$ cat src/cto_pkg.sv
package cto_pkg;

  // ----------------------------------------------------------------
  // Register byte offsets
  // ----------------------------------------------------------------
  localparam logic [7:0] OFS_CTRL    = 8'h00;
  localparam logic [7:0] OFS_IRQCFG  = 8'h04;
  localparam logic [7:0] OFS_STATUS  = 8'h08;
  localparam logic [7:0] OFS_MASK    = 8'h0c;
  localparam logic [7:0] OFS_CAMST   = 8'h10;
  localparam logic [7:0] OFS_OFFSET  = 8'h14;
  localparam logic [7:0] OFS_START0  = 8'h20;
  localparam logic [7:0] OFS_END0    = 8'h40;
  localparam logic [7:0] OFS_TBL_TOP = 8'h5c;

  // ----------------------------------------------------------------
  // Field positions
  // ----------------------------------------------------------------
  localparam int CTRL_TDYN_LSB   = 0;
  localparam int CTRL_DMODE_LSB  = 16;
  localparam int CTRL_CTYPE_LSB  = 24;
  localparam int IRQ_SEL1_LSB    = 0;
  localparam int IRQ_EDGE1_BIT   = 4;
  localparam int IRQ_SEL2_LSB    = 8;
  localparam int IRQ_EDGE2_BIT   = 12;
  localparam int IRQ_TOFF_BIT    = 16;
  localparam int ST_PI1          = 0;
  localparam int ST_PI2          = 1;
  localparam int ST_TOFF         = 2;

  // ----------------------------------------------------------------
  // Sizes and reset values
  // ----------------------------------------------------------------
  localparam int         NCAMS      = 8;
  localparam int         NTCAMS     = 2;
  localparam logic [3:0] SEL_MAX    = 4'h8;
  localparam logic [15:0] TDYN_RST  = 16'h0000;

  typedef enum logic [1:0] {
    CTO_DIR_BOTH = 2'h0,
    CTO_DIR_FWD  = 2'h1,
    CTO_DIR_REV  = 2'h2
  } cto_dir_t;

  // ----------------------------------------------------------------
  // Timing
  // ----------------------------------------------------------------
  localparam int CLK_PERIOD_NS  = 40;
  localparam int MS_NS          = 1000000;
  localparam int MS_CYCLES_DEF  = MS_NS / CLK_PERIOD_NS;
  localparam logic [7:0]  RECALC_MS  = 8'h80;
  localparam logic [16:0] TCAM_MIN_MS  = 17'h00018;
  localparam logic [16:0] TCAM_MAX_MS  = 17'h0fffc;
  localparam logic [16:0] TCAM_STEP_M1 = 17'h00007;

  // ----------------------------------------------------------------
  // Whole state of the track
  // ----------------------------------------------------------------
  typedef struct packed {
    logic [15:0]        tdyn;
    logic [1:0]         dmode;
    logic [1:0]         ctype;
    logic [3:0]         sel1;
    logic               edge1;
    logic [3:0]         sel2;
    logic               edge2;
    logic               toff_en;
    logic [2:0]         sts;
    logic [2:0]         msk;
    logic [7:0][31:0]   cstart;
    logic [7:0][31:0]   cend;
    logic [31:0]        offs;
    logic [31:0]        spd_used;
    logic [15:0]        tick;
    logic [7:0]         ms_cnt;
    logic [7:0]         cam;
    logic [1:0][16:0]   tleft;
    logic [1:0]         ge_prev;
    logic               pi1;
    logic               pi2;
    logic               irq;
    logic               pready;
    logic [31:0]        prdata;
    logic               pslverr;
  } cto_state_t;

endpackage

$ cat src/cto_track.sv
// The register addresses and the APB interface to the registers were chosen for this implementation.
`timescale 1ns/1ps

module cto_track #(
  parameter int unsigned MS_CYCLES = cto_pkg::MS_CYCLES_DEF
) (
  // Clock and reset
  input  wire logic        clk,
  input  wire logic        rst,
  // APB slave
  input  wire logic        psel,
  input  wire logic        penable,
  input  wire logic        pwrite,
  input  wire logic [7:0]  paddr,
  input  wire logic [31:0] pwdata,
  output logic             pready,
  output logic [31:0]      prdata,
  output logic             pslverr,
  // Axis measurement, same clock
  input  wire logic [31:0] act_pos,
  input  wire logic [31:0] act_speed,
  // Cam outputs and interrupts
  output logic [7:0]       cam_out,
  output logic             pi1_pulse,
  output logic             pi2_pulse,
  output logic             irq
);
  import cto_pkg::*;

  cto_state_t s_r;
  cto_state_t s_nxt;

  localparam logic [15:0] MS_LAST = 16'(MS_CYCLES - 1);

  // ----------------------------------------------------------------
  // Helpers
  // ----------------------------------------------------------------
  // Wrapped range (start above end) models a rotary cam over the seam
  function automatic logic in_rng(input logic [31:0] p, input logic [31:0] a,
                                  input logic [31:0] b);
    logic r;
    if ($signed(a) <= $signed(b)) begin
      r = ($signed(p) >= $signed(a)) && ($signed(p) < $signed(b));
    end else begin
      r = ($signed(p) >= $signed(a)) || ($signed(p) < $signed(b));
    end
    return r;
  endfunction

  function automatic logic [16:0] tcam_ms(input logic [31:0] v);
    logic [16:0] d;
    d = v[16:0];
    if (v[31:16] != 16'h0000 || d > TCAM_MAX_MS) begin
      d = TCAM_MAX_MS;
    end
    d = (d + TCAM_STEP_M1) & ~TCAM_STEP_M1;
    if (d < TCAM_MIN_MS) begin
      d = TCAM_MIN_MS;
    end
    return d;
  endfunction

  // ----------------------------------------------------------------
  // Next state
  // ----------------------------------------------------------------
  always_comb begin
    logic              acc;
    logic              setup;
    logic              ms_tick;
    logic              recalc;
    logic signed [32:0] dspd;
    logic [32:0]       adiff;
    logic [31:0]       aused;
    logic [48:0]       prod;
    logic [32:0]       psum;
    logic [31:0]       pe;
    logic              fwd;
    logic              rev;
    logic              dir_ok;
    logic              ge;
    logic              trig;
    logic [7:0]        rise;
    logic [7:0]        fall;
    logic [2:0]        ev;
    logic [2:0]        w1c;
    logic [3:0]        i1;
    logic [3:0]        i2;
    logic [4:0]        ix;
    logic [31:0]       rd;
    logic              hit;

    s_nxt   = s_r;
    acc     = psel && penable && s_r.pready;
    setup   = psel && !penable;
    w1c     = 3'h0;
    ev      = 3'h0;
    rd      = 32'h0000_0000;
    hit     = 1'b1;
    ix      = 5'h00;
    ms_tick = 1'b0;
    recalc  = 1'b0;
    dspd    = 33'h0000_0000;
    adiff   = 33'h0000_0000;
    aused   = 32'h0000_0000;
    prod    = 49'h0000_0000_0000;
    psum    = 33'h0000_0000;
    pe      = 32'h0000_0000;
    fwd     = 1'b0;
    rev     = 1'b0;
    dir_ok  = 1'b1;
    ge      = 1'b0;
    trig    = 1'b0;
    rise    = 8'h00;
    fall    = 8'h00;
    i1      = 4'h0;
    i2      = 4'h0;

    // --------------------------------------------------------------
    // Register writes, taken at the access edge
    // --------------------------------------------------------------
    if (acc && pwrite) begin
      unique case (paddr)
        OFS_CTRL: begin
          s_nxt.tdyn  = pwdata[CTRL_TDYN_LSB +: 16];
          s_nxt.dmode = pwdata[CTRL_DMODE_LSB +: 2];
          s_nxt.ctype = pwdata[CTRL_CTYPE_LSB +: 2];
        end
        OFS_IRQCFG: begin
          s_nxt.sel1    = pwdata[IRQ_SEL1_LSB +: 4];
          s_nxt.edge1   = pwdata[IRQ_EDGE1_BIT];
          s_nxt.sel2    = pwdata[IRQ_SEL2_LSB +: 4];
          s_nxt.edge2   = pwdata[IRQ_EDGE2_BIT];
          s_nxt.toff_en = pwdata[IRQ_TOFF_BIT];
        end
        OFS_STATUS: w1c = pwdata[2:0];
        OFS_MASK:   s_nxt.msk = pwdata[2:0];
        default: begin
          if (paddr >= OFS_START0 && paddr <= OFS_TBL_TOP && paddr[1:0] == 2'h0) begin
            ix = 5'(paddr[6:2] - OFS_START0[6:2]);
            if (ix < 5'(NCAMS)) begin
              s_nxt.cstart[ix[2:0]] = pwdata;
            end else begin
              s_nxt.cend[ix[2:0]] = pwdata;
            end
          end
        end
      endcase
    end

    // --------------------------------------------------------------
    // Read data, latched in the setup cycle
    // --------------------------------------------------------------
    unique case (paddr)
      OFS_CTRL:   rd = {6'h00, s_r.ctype, 6'h00, s_r.dmode, s_r.tdyn};
      OFS_IRQCFG: rd = {15'h0000, s_r.toff_en, 3'h0, s_r.edge2, s_r.sel2,
                        3'h0, s_r.edge1, s_r.sel1};
      OFS_STATUS: rd = {29'h0000_0000, s_r.sts};
      OFS_MASK:   rd = {29'h0000_0000, s_r.msk};
      OFS_CAMST:  rd = {24'h00_0000, s_r.cam};
      OFS_OFFSET: rd = s_r.offs;
      default: begin
        if (paddr >= OFS_START0 && paddr <= OFS_TBL_TOP && paddr[1:0] == 2'h0) begin
          ix = 5'(paddr[6:2] - OFS_START0[6:2]);
          rd = (ix < 5'(NCAMS)) ? s_r.cstart[ix[2:0]] : s_r.cend[ix[2:0]];
        end else begin
          hit = 1'b0;
        end
      end
    endcase
    s_nxt.pready = setup;
    if (setup) begin
      s_nxt.prdata  = hit ? rd : 32'h0000_0000;
      s_nxt.pslverr = !hit;
    end

    // --------------------------------------------------------------
    // Millisecond base and dynamic offset
    // --------------------------------------------------------------
    ms_tick = (s_r.tick == MS_LAST);
    s_nxt.tick = ms_tick ? 16'h0000 : s_r.tick + 16'h0001;
    if (ms_tick) begin
      s_nxt.ms_cnt = s_r.ms_cnt + 8'h01;
    end

    dspd   = $signed({act_speed[31], act_speed}) - $signed({s_r.spd_used[31], s_r.spd_used});
    adiff  = dspd[32] ? 33'(-dspd) : 33'(dspd);
    aused  = s_r.spd_used[31] ? 32'(-s_r.spd_used) : s_r.spd_used;
    // Timeout fires when the 128th millisecond completes
    recalc = (adiff > {4'h0, aused[31:3]})
          || (ms_tick && s_r.ms_cnt == RECALC_MS - 8'h01);
    prod = 49'($signed(act_speed) * $signed({1'b0, s_r.tdyn}));
    if (recalc) begin
      s_nxt.spd_used = act_speed;
      s_nxt.ms_cnt   = 8'h00;
      // Large speed times time wraps; user keeps product inside 32 bits
      s_nxt.offs     = (s_r.tdyn == 16'h0000) ? 32'h0000_0000 : prod[31:0];
    end

    // Edges move against travel, same as looking ahead by the offset
    psum = {s_r.offs[31], s_r.offs} + {act_pos[31], act_pos};
    pe   = psum[31:0];

    fwd = !act_speed[31] && (act_speed != 32'h0000_0000);
    rev = act_speed[31];
    unique case (cto_dir_t'(s_r.dmode))
      CTO_DIR_FWD: dir_ok = !rev;
      CTO_DIR_REV: dir_ok = !fwd;
      default:     dir_ok = 1'b1;
    endcase

    // --------------------------------------------------------------
    // Cam switching
    // --------------------------------------------------------------
    for (int i = 0; i < NCAMS; i++) begin
      // Shifted test may drop a cam that the static test then restores
      s_nxt.cam[i] = dir_ok && (in_rng(pe, s_r.cstart[i], s_r.cend[i])
                     || in_rng(act_pos, s_r.cstart[i], s_r.cend[i]));
    end
    for (int i = 0; i < NTCAMS; i++) begin
      ge   = ($signed(pe) >= $signed(s_r.cstart[i]));
      trig = dir_ok && ((!s_r.ge_prev[i] && ge && fwd) || (s_r.ge_prev[i] && !ge && rev));
      s_nxt.ge_prev[i] = ge;
      if (!s_r.ctype[i]) begin
        s_nxt.tleft[i] = 17'h00000;
      end else if (trig) begin
        s_nxt.tleft[i] = tcam_ms(s_r.cend[i]);
      end else if (ms_tick && s_r.tleft[i] != 17'h00000) begin
        s_nxt.tleft[i] = s_r.tleft[i] - 17'h00001;
      end
      if (s_r.ctype[i]) begin
        s_nxt.cam[i] = (s_nxt.tleft[i] != 17'h00000);
        if (s_r.cam[i] && !s_nxt.cam[i] && s_r.toff_en) begin
          ev[ST_TOFF] = 1'b1;
        end
      end
    end

    // --------------------------------------------------------------
    // Process interrupts
    // --------------------------------------------------------------
    rise = s_nxt.cam & ~s_r.cam;
    fall = ~s_nxt.cam & s_r.cam;
    i1   = s_r.sel1 - 4'h1;
    i2   = s_r.sel2 - 4'h1;
    if (s_r.sel1 != 4'h0 && s_r.sel1 <= SEL_MAX) begin
      ev[ST_PI1] = s_r.edge1 ? rise[i1[2:0]] : fall[i1[2:0]];
    end
    if (s_r.sel2 != 4'h0 && s_r.sel2 <= SEL_MAX) begin
      ev[ST_PI2] = s_r.edge2 ? rise[i2[2:0]] : fall[i2[2:0]];
    end
    s_nxt.pi1 = ev[ST_PI1];
    s_nxt.pi2 = ev[ST_PI2];

    // New events win over a clear in the same cycle
    s_nxt.sts = (s_r.sts & ~w1c) | ev;
    s_nxt.irq = |(s_nxt.sts & s_nxt.msk);
  end

  // ----------------------------------------------------------------
  // State register
  // ----------------------------------------------------------------
  always_ff @(posedge clk) begin
    if (rst) begin
      s_r       <= '0;
      s_r.tdyn  <= TDYN_RST;
      s_r.dmode <= CTO_DIR_BOTH;
    end else begin
      s_r <= s_nxt;
    end
  end

  // ----------------------------------------------------------------
  // Outputs
  // ----------------------------------------------------------------
  assign pready    = s_r.pready;
  assign prdata    = s_r.prdata;
  assign pslverr   = s_r.pslverr;
  assign cam_out   = s_r.cam;
  assign pi1_pulse = s_r.pi1;
  assign pi2_pulse = s_r.pi2;
  assign irq       = s_r.irq;

endmodule

$ cat config.mk
export PLATFORM = sky130hd
export DESIGN_NAME = cto_track
export DESIGN_NICKNAME = d
export VERILOG_FILES = /design/src/cto_pkg.sv /design/src/cto_track.sv
export SDC_FILE = /design/constraint.sdc
export NUM_CORES = 2
export LEC_CHECK = 0
export ABC_CLOCK_PERIOD_IN_PS = 8200
export BUFFER_PORTS_ARGS = -buffer_cell sky130_fd_sc_hd__buf_4
export CAP_MARGIN = 10
export CORE_MARGIN = 2
export CORE_UTILIZATION = 59
export DETAILED_ROUTE_END_ITERATION = 7
export MAX_ROUTING_LAYER = met4
export PLACE_DENSITY = 0.86
export SYNTH_ARGS = -nofsm -noshare
export SYNTH_HDL_FRONTEND = slang
export SYNTH_SLANG_ARGS = --single-unit
$ cat constraint.sdc
create_clock -name clk -period 8.2 [get_ports clk]
set_input_delay 1.23 -clock clk [delete_from_list [all_inputs] [get_ports clk]]
set_output_delay 1.23 -clock clk [all_outputs]
set_load 0.02 [all_outputs]
Word level (Yosys, flattened, before mapping)
Cells that the tools add are included.
Widths: inputs -> output; s select.
Operators by class
  order comparisons: 54
  div/mod/pow operators: 0
  mux-type cells: 74
  equal/unequal tests: 9
  bitwise logic cells: 10
  add/subtract/negate cells: 13
  reductions and logical operators: 111
  shift operators: 0
  $mul: 1
Operators with widths (number)
  $mux 512: 2
  $mux 515: 1
  $bwmux 256: 2
  $ge 32x32->1: 16
  $lt 32x32->1: 16
  $mux 256: 2
  $le 32x32->1: 8
  $mux 32: 8
  $mux 17: 14
  $bmux 32 s3: 2
  $pmux 32 s6: 1
  $demux 32 s3: 1
  $reduce_bool 17->1: 4
  $logic_and 1x1->1: 51
  $add 17x3->17 const B: 2
  $gt 17x16->1 const B: 2
  $lt 17x5->1 const B: 2
  $sub 17x1->17 const B: 2
  $gt 33x29->1: 1
  $mux 33: 1
  $neg 33->33: 1
  $sub 32x32->33: 1
  $add 32x32->32: 1
  $mul 32x17->32: 1
  42 further kinds: 130
Storage, ports and cells
  memories: 0
  input bits: 109
  output and inout port bits: 45
  bits in read-only memories: 0
  latch bits: 0
  logic and storage cells: 312
  RAM bits: 0
  bits in registers: 718

Longest topological paths before layout
  depth in word-level cells: 25
  depth in mapped cells: 33
  gate-level depth less buffers: 30

Worst setup path before layout
OpenSTA, ideal clock, no wires.
  kind: input -> register
  start point: input act_pos[0]
  end point: register s_r, in the netlist irq
  setup time: 0.144 ns
  path slack: 0.216 ns
  path buffers: 0
  data arrival time: 7.840 ns
  stages on the path: 28
  cells stage by stage: ha_1 > inv_1 > fa_1 > nor2b_1 > o21ai_0 > a21boi_0 > o211ai_1 > a21oi_1 > o22ai_1 > o21ai_0 > o41ai_1 > o31ai_1 > o211ai_1 > o22ai_1 > o41ai_1 > xnor2_1 > ha_1 > and4_1 > or4b_2 > o21ai_0 > mux2i_1 > nor3_1 > o41ai_1 > a211oi_1 > a311oi_1 > nor3_1 > a2111oi_0 > o221ai_1
On the way
  cells in the longest elaborated chain, start to end: 20
  elaborated cells on any way between the ends: 147
  classes of those cells: 1 x add/sub; 32 x order compare; 38 x mux; 5 x bitwise; 71 x reduce/logical
RTL lines
  start, declared: line cto_track.sv:20  | input wire logic [31:0] act_pos,
  $add 32x32->32: line cto_track.sv:200  | psum = {s_r.offs[31], s_r.offs} + {act_pos[31], act_pos};
  $ge 32x32->1: line cto_track.sv:43, cto_track.sv:45, cto_track.sv:220
  $logic_not 1->1: line cto_track.sv:221  | trig = dir_ok && ((!s_r.ge_prev[i] && ge && fwd) || (s_r.ge_prev[i] && !ge && rev));
  $logic_and 1x1->1 (2 in a row): line cto_track.sv:221
  $logic_or 1x1->1: line cto_track.sv:221
  $logic_and 1x1->1: line cto_track.sv:221
  $mux 17: line cto_track.sv:225  | end else if (trig) begin
  $mux 17: line cto_track.sv:223  | if (!s_r.ctype[i]) begin
  (+3 left out)
  $and 8x8->8 or $logic_and 1x1->1 (tied branches): line cto_track.sv:242, cto_track.sv:232
  $bmux 1 s3, or another cell as far along: line cto_track.sv:246  | ev[ST_PI1] = s_r.edge1 ? rise[i1[2:0]] : fall[i1[2:0]];
  $mux 1, on equally long branches: line cto_track.sv:246, cto_track.sv:230, cto_track.sv:249
  $mux 1, on equally long branches: line cto_track.sv:246, cto_track.sv:232, cto_track.sv:249
  $mux 1, on equally long branches: line cto_track.sv:245, cto_track.sv:230, cto_track.sv:248
  $or 3x3->3 (*): line cto_track.sv:255  | s_nxt.sts = (s_r.sts & ~w1c) | ev;
  $and 3x3->3 (*): line cto_track.sv:256  | s_nxt.irq = |(s_nxt.sts & s_nxt.msk);
  $reduce_or 3->1 (*): line cto_track.sv:256
  end signal, assigned: line cto_track.sv:268  | s_r <= s_nxt;
  end, declared: line cto_track.sv:30  | cto_state_t s_r;
Mark *: on every way between the ends. The rest lies on a longest branch, timed or not. The select of a mux whose other input is x is not followed.
A chain may end at the register's enable or synchronous reset.

Worst setup path after layout
  start point: register s_r[711] (netlist bit)
  end point: register s_r[168] (netlist bit)
On the way
  cells in the longest elaborated chain, start to end: 2
  elaborated cells on any way between the ends: 3
  classes of those cells: 1 x mul; 1 x mux; 1 x reduce/logical
RTL lines
  $mul 32x17->32 or $logic_not 16->1 (tied branches): line cto_track.sv:191, cto_track.sv:196
  $mux 32 (*): line cto_track.sv:196  | s_nxt.offs = (s_r.tdyn == 16'h0000) ? 32'h0000_0000 : prod[31:0];
Mark *: on every way between the ends. The rest lies on a longest branch, timed or not.

==> flow_summary.json <==
{
  "crit_type": "reg -> reg",
  "violations": "design-rule violations",
  "cts_buffers": 86,
  "die_area_sq_um": 137000,
  "status": "complete, but fails checks",
  "rows": 134,
  "async_reset_ff_share_pct": 0,
  "grt_max_degree": 171,
  "wl_per_cell_um": 29.9,
  "ys_types": 84,
  "wl_met3_mm": 45.6,
  "boundaryPins": 154,
  "synthCells": 9845,
  "grt_use_total_pct": 52.2,
  "die_y_um": 371,
  "drive_gt1_share_pct": 10.3,
  "cts_tree": "done",
  "fillers": 10900,
  "synthToLayoutAreaGrowth_pct": 10.8,
  "antenna_found_initial": 27,
  "gp_congestion": 1.14,
  "multiInputGateArea_sq_um": 59900,
  "fin_worst_skew_ns": 0.0352,
  "met1_length_mm": 120,
  "fin_crit_sh_pct": 96.8,
  "via_per_inst": 6.80,
  "r2r_cells": 21,
  "hold_end": "pslverr",
  "cp_cell_sequence": "buf_4 > nand2_1 > fa_1 > fa_1 > fa_1 > fa_1 > fa_1 > inv_1 > fa_1 > ha_1 > a21oi_1 > nor2b_1 > or2_2 > or3_1 > a211oi_1 > o31ai_1 > a21o_1 > a31oi_1 > xnor2_1 > nand2_1 > mux2i_1",
  "ant_nets": 0,
  "vias": 80800,
  "synth_top_area_cell": "ha_1",
  "dr.pass1.iters": 8,
  "clock_path_buffers": 3,
  "ir_drop_mv": 0.170,
  "dp_hpwl_mm": 277,
  "synth_edf_count": 0,
  "slowest_stage": "dfxtp_1",
  "startpoint_type": "flip-flop",
  "holdCritStartpoint": "pslverr",
  "top_layer": "met4",
  "r2r_end": "s_r[168]",
  "fin_nets": 11900,
  "wl_met2_mm": 150,
  "initial_core_util_pct": 59.5,
  "crit_path_max_fanout": 14,
  "r2r_start": "s_r[711]",
  "clk_pin_slew_ns": 0.07,
  "remaining_drc_errors": 11,
  "hold_path_class": "reg -> reg",
  "holdPathStages": 2,
  "crit_required_ns": 8.85,
  "routed_wl_mm": 356,
  "p_per_area_nw_per_um2": 118,
  "seq_area_sq_um": 14400,
  "portBuffers": 153,
  "relSlewSlack_pct": 5.88,
  "max_stage_delay_ns": 1.23,
  "synth_fp_nets": 11700,
  "crit_buf_inv": 2,
  "crit_top_cell": "fa_1",
  "gr-total-overflow": 0,
  "setup_viol": 0,
  "synthDominantCellAreaShare_pct": 22.8,
  "synth_area_sq_um": 79400,
  "grt_pass1_vias": 79500,
  "ys_ff_latch": 718,
  "maxCapViolCount": 0,
  "crit_family": "adder cells",
  "final-hold-violation-count": 0,
  "drv_slew": 0,
  "rrSetupSlack_ns": 0.27,
  "clock_latency_ns": 0.74,
  "cts_sinks": 718,
  "coreArea_sq_um": 133000,
  "synthTopCellsByArea": "ha_1 23%, dfxtp_1 18%, nand2_1 8.0%",
  "die_w_um": 371,
  "rsz0062_at_grt": "false",
  "total_leakage_power_nw": 35.4,
  "seq_area_frac_synth_pct": 18.1,
  "ys.flop_type": "dfxtp_1",
  "cts_root_buffer": "clkbuf_16",
  "drt_iter0_markers": 10300,
  "dpl_cell_area_sq_um": 84600,
  "syn_area_per_cell_sq_um": 8.06,
  "final.setup.tns_ns": 0,
  "end_kind": "flip-flop",
  "post-route-min-period_ns": 7.93,
  "cts.htree.levels": 3,
  "tightest_slew_ns": 1.40,
  "fmax_mhz": 126,
  "crit_arrival_ns": 8.59,
  "grt_pass1_wl_mm": 511,
  "yosys_warnings": 0,
  "fin_area_sq_um": 87900
}
[synth_stat cells, types with 28 or more instances]
cell          n
mux4_2      164
a31oi_1      48
a2111oi_0    35
nand4_1     219
buf_4        40
a221oi_1     41
a21o_1      187
and4_1       39
o211ai_1     62
a211oi_1     94
a21oi_1     996
nor2b_1      62
or3_1        37
a221o_1      28
a211o_1      31
and3_1       51
o21ai_0     276
xor2_1       65
clkbuf_1    405
dfxtp_1     718
ha_1       1449
nand2b_1    150
mux2i_1      80
fa_1        306
nand2_1    1687
nor3_1      172
or2_2        29
inv_1       989
o31ai_1      36
and2_1      137
nor4_1       81
o21a_1       56
nand3_1     194
xnor2_1     160
nor2_1      378
[worst max-delay path by stage]
stage,startpoint,end,cells past startpoint
final,s_r[711],s_r[168],21
after detailed placement,act_pos[0],irq,38
after global placement,act_pos[0],irq,42
after floorplan,act_pos[0],irq,28
after CTS,act_pos[0],irq,37
after global routing,act_pos[0],irq,39
[worst reg2reg max path: cells and delay by family (launching register included)]
family | cells | cell delay [ns]
mux | 1 | 0.15
buf+inv | 2 | 0.43
flops | 1 | 1.23
xor+xnor | 1 | 0.19
simple gates | 5 | 1.00
fa+ha+maj | 7 | 3.51
compound gates | 5 | 1.36
[kinds of logic after synthesis]
logic type      Yosys count  share of synthesized area (%)
simple gates           3336                           19.6
compound gates         2098                           16.3
fa+ha+maj              1755                           30.6
flops                   718                           18.1
buf+inv                1461                           7.10
mux                     252                           5.78
xor+xnor                225                           2.48
[cell usage in the layout (no fill, tap or decap), types with 37 or more instances in the layout]
cell type and n:
buf_4 522, a21o_1 187, ha_1 1448, and3_1 51, nand4_1 219, nor2_1 365
fa_1 305, nand2b_1 148, and4_1 38, nor3_1 165, a211oi_1 94, nand3_1 192
a21oi_1 992, a31oi_1 48, nand2_1 1683, o21a_1 56, nor4_1 72, or3_1 37
inv_1 989, a221oi_1 41, nor2b_1 61, o211ai_1 62, and2_1 137, o21ai_0 272
xnor2_1 140, mux2i_1 80, mux4_2 164, dfxtp_1 718, xor2_1 63, clkbuf_16 87
[per-stage QoR]
| step | instances | setup slack (ns) | power (W) | utilization (%) | hold WS, ns |
|---|---|---|---|---|---|
| 2_1_floorplan | 9845 | 0.216 | 0.00515 | - | 0.446 |
| 3_3_place_gp | 11700 | -1.10 | 0.00597 | 63.4 | 0.445 |
| 3_5_place_dp | 11700 | -1.22 | 0.00606 | 63.4 | 0.460 |
| 4_1_cts | 11900 | 0.0577 | 0.0102 | 65.7 | 0.468 |
| 5_1_grt | 11900 | 0.00264 | 0.0107 | 65.9 | 0.487 |
| 6_report | 11900 | 0.266 | 0.0104 | 65.9 | 0.467 |
[repair_timing]
action,CTS,global route
endpoints found under the setup margin,5,5
setup buffers,0,4
gates resized for setup,7,32
hold buffers,0,0
pin swaps,0,7
hold endpoints to repair,0,0
[metal layers]
| metal | track usage [%] | up-vias |
|---|---|---|
| met5 | - | - |
| met1 | 56.6 | 38400 |
| met2 | 76.0 | 5570 |
| met3 | 16.8 | 1808 |
| met4 | 47.4 | 0 |
| li1 | - | 35100 |
[report_power, final]
part | internal, W | total [W] | switching [W]
clock | 0.00241 | 0.00426 | 0.00185
sequential | 0.00352 | 0.00357 | 0.0000468
combinational | 0.000968 | 0.00254 | 0.00157
total | 0.00690 | 0.0104 | 0.00347
[layout make-up]
type                       instances  share of cell area (%)
sequential                       718                    16.3
antenna                           25                  0.0711
clock buffer                     105                    2.65
clock inverter                    55                   0.797
inverter                         989                    4.22
tap                             1768                    2.52
multi-input combinational       7666                    68.1
timing repair buffer             564                    5.34
No activity file was read; power rests on OpenSTA's default activity.
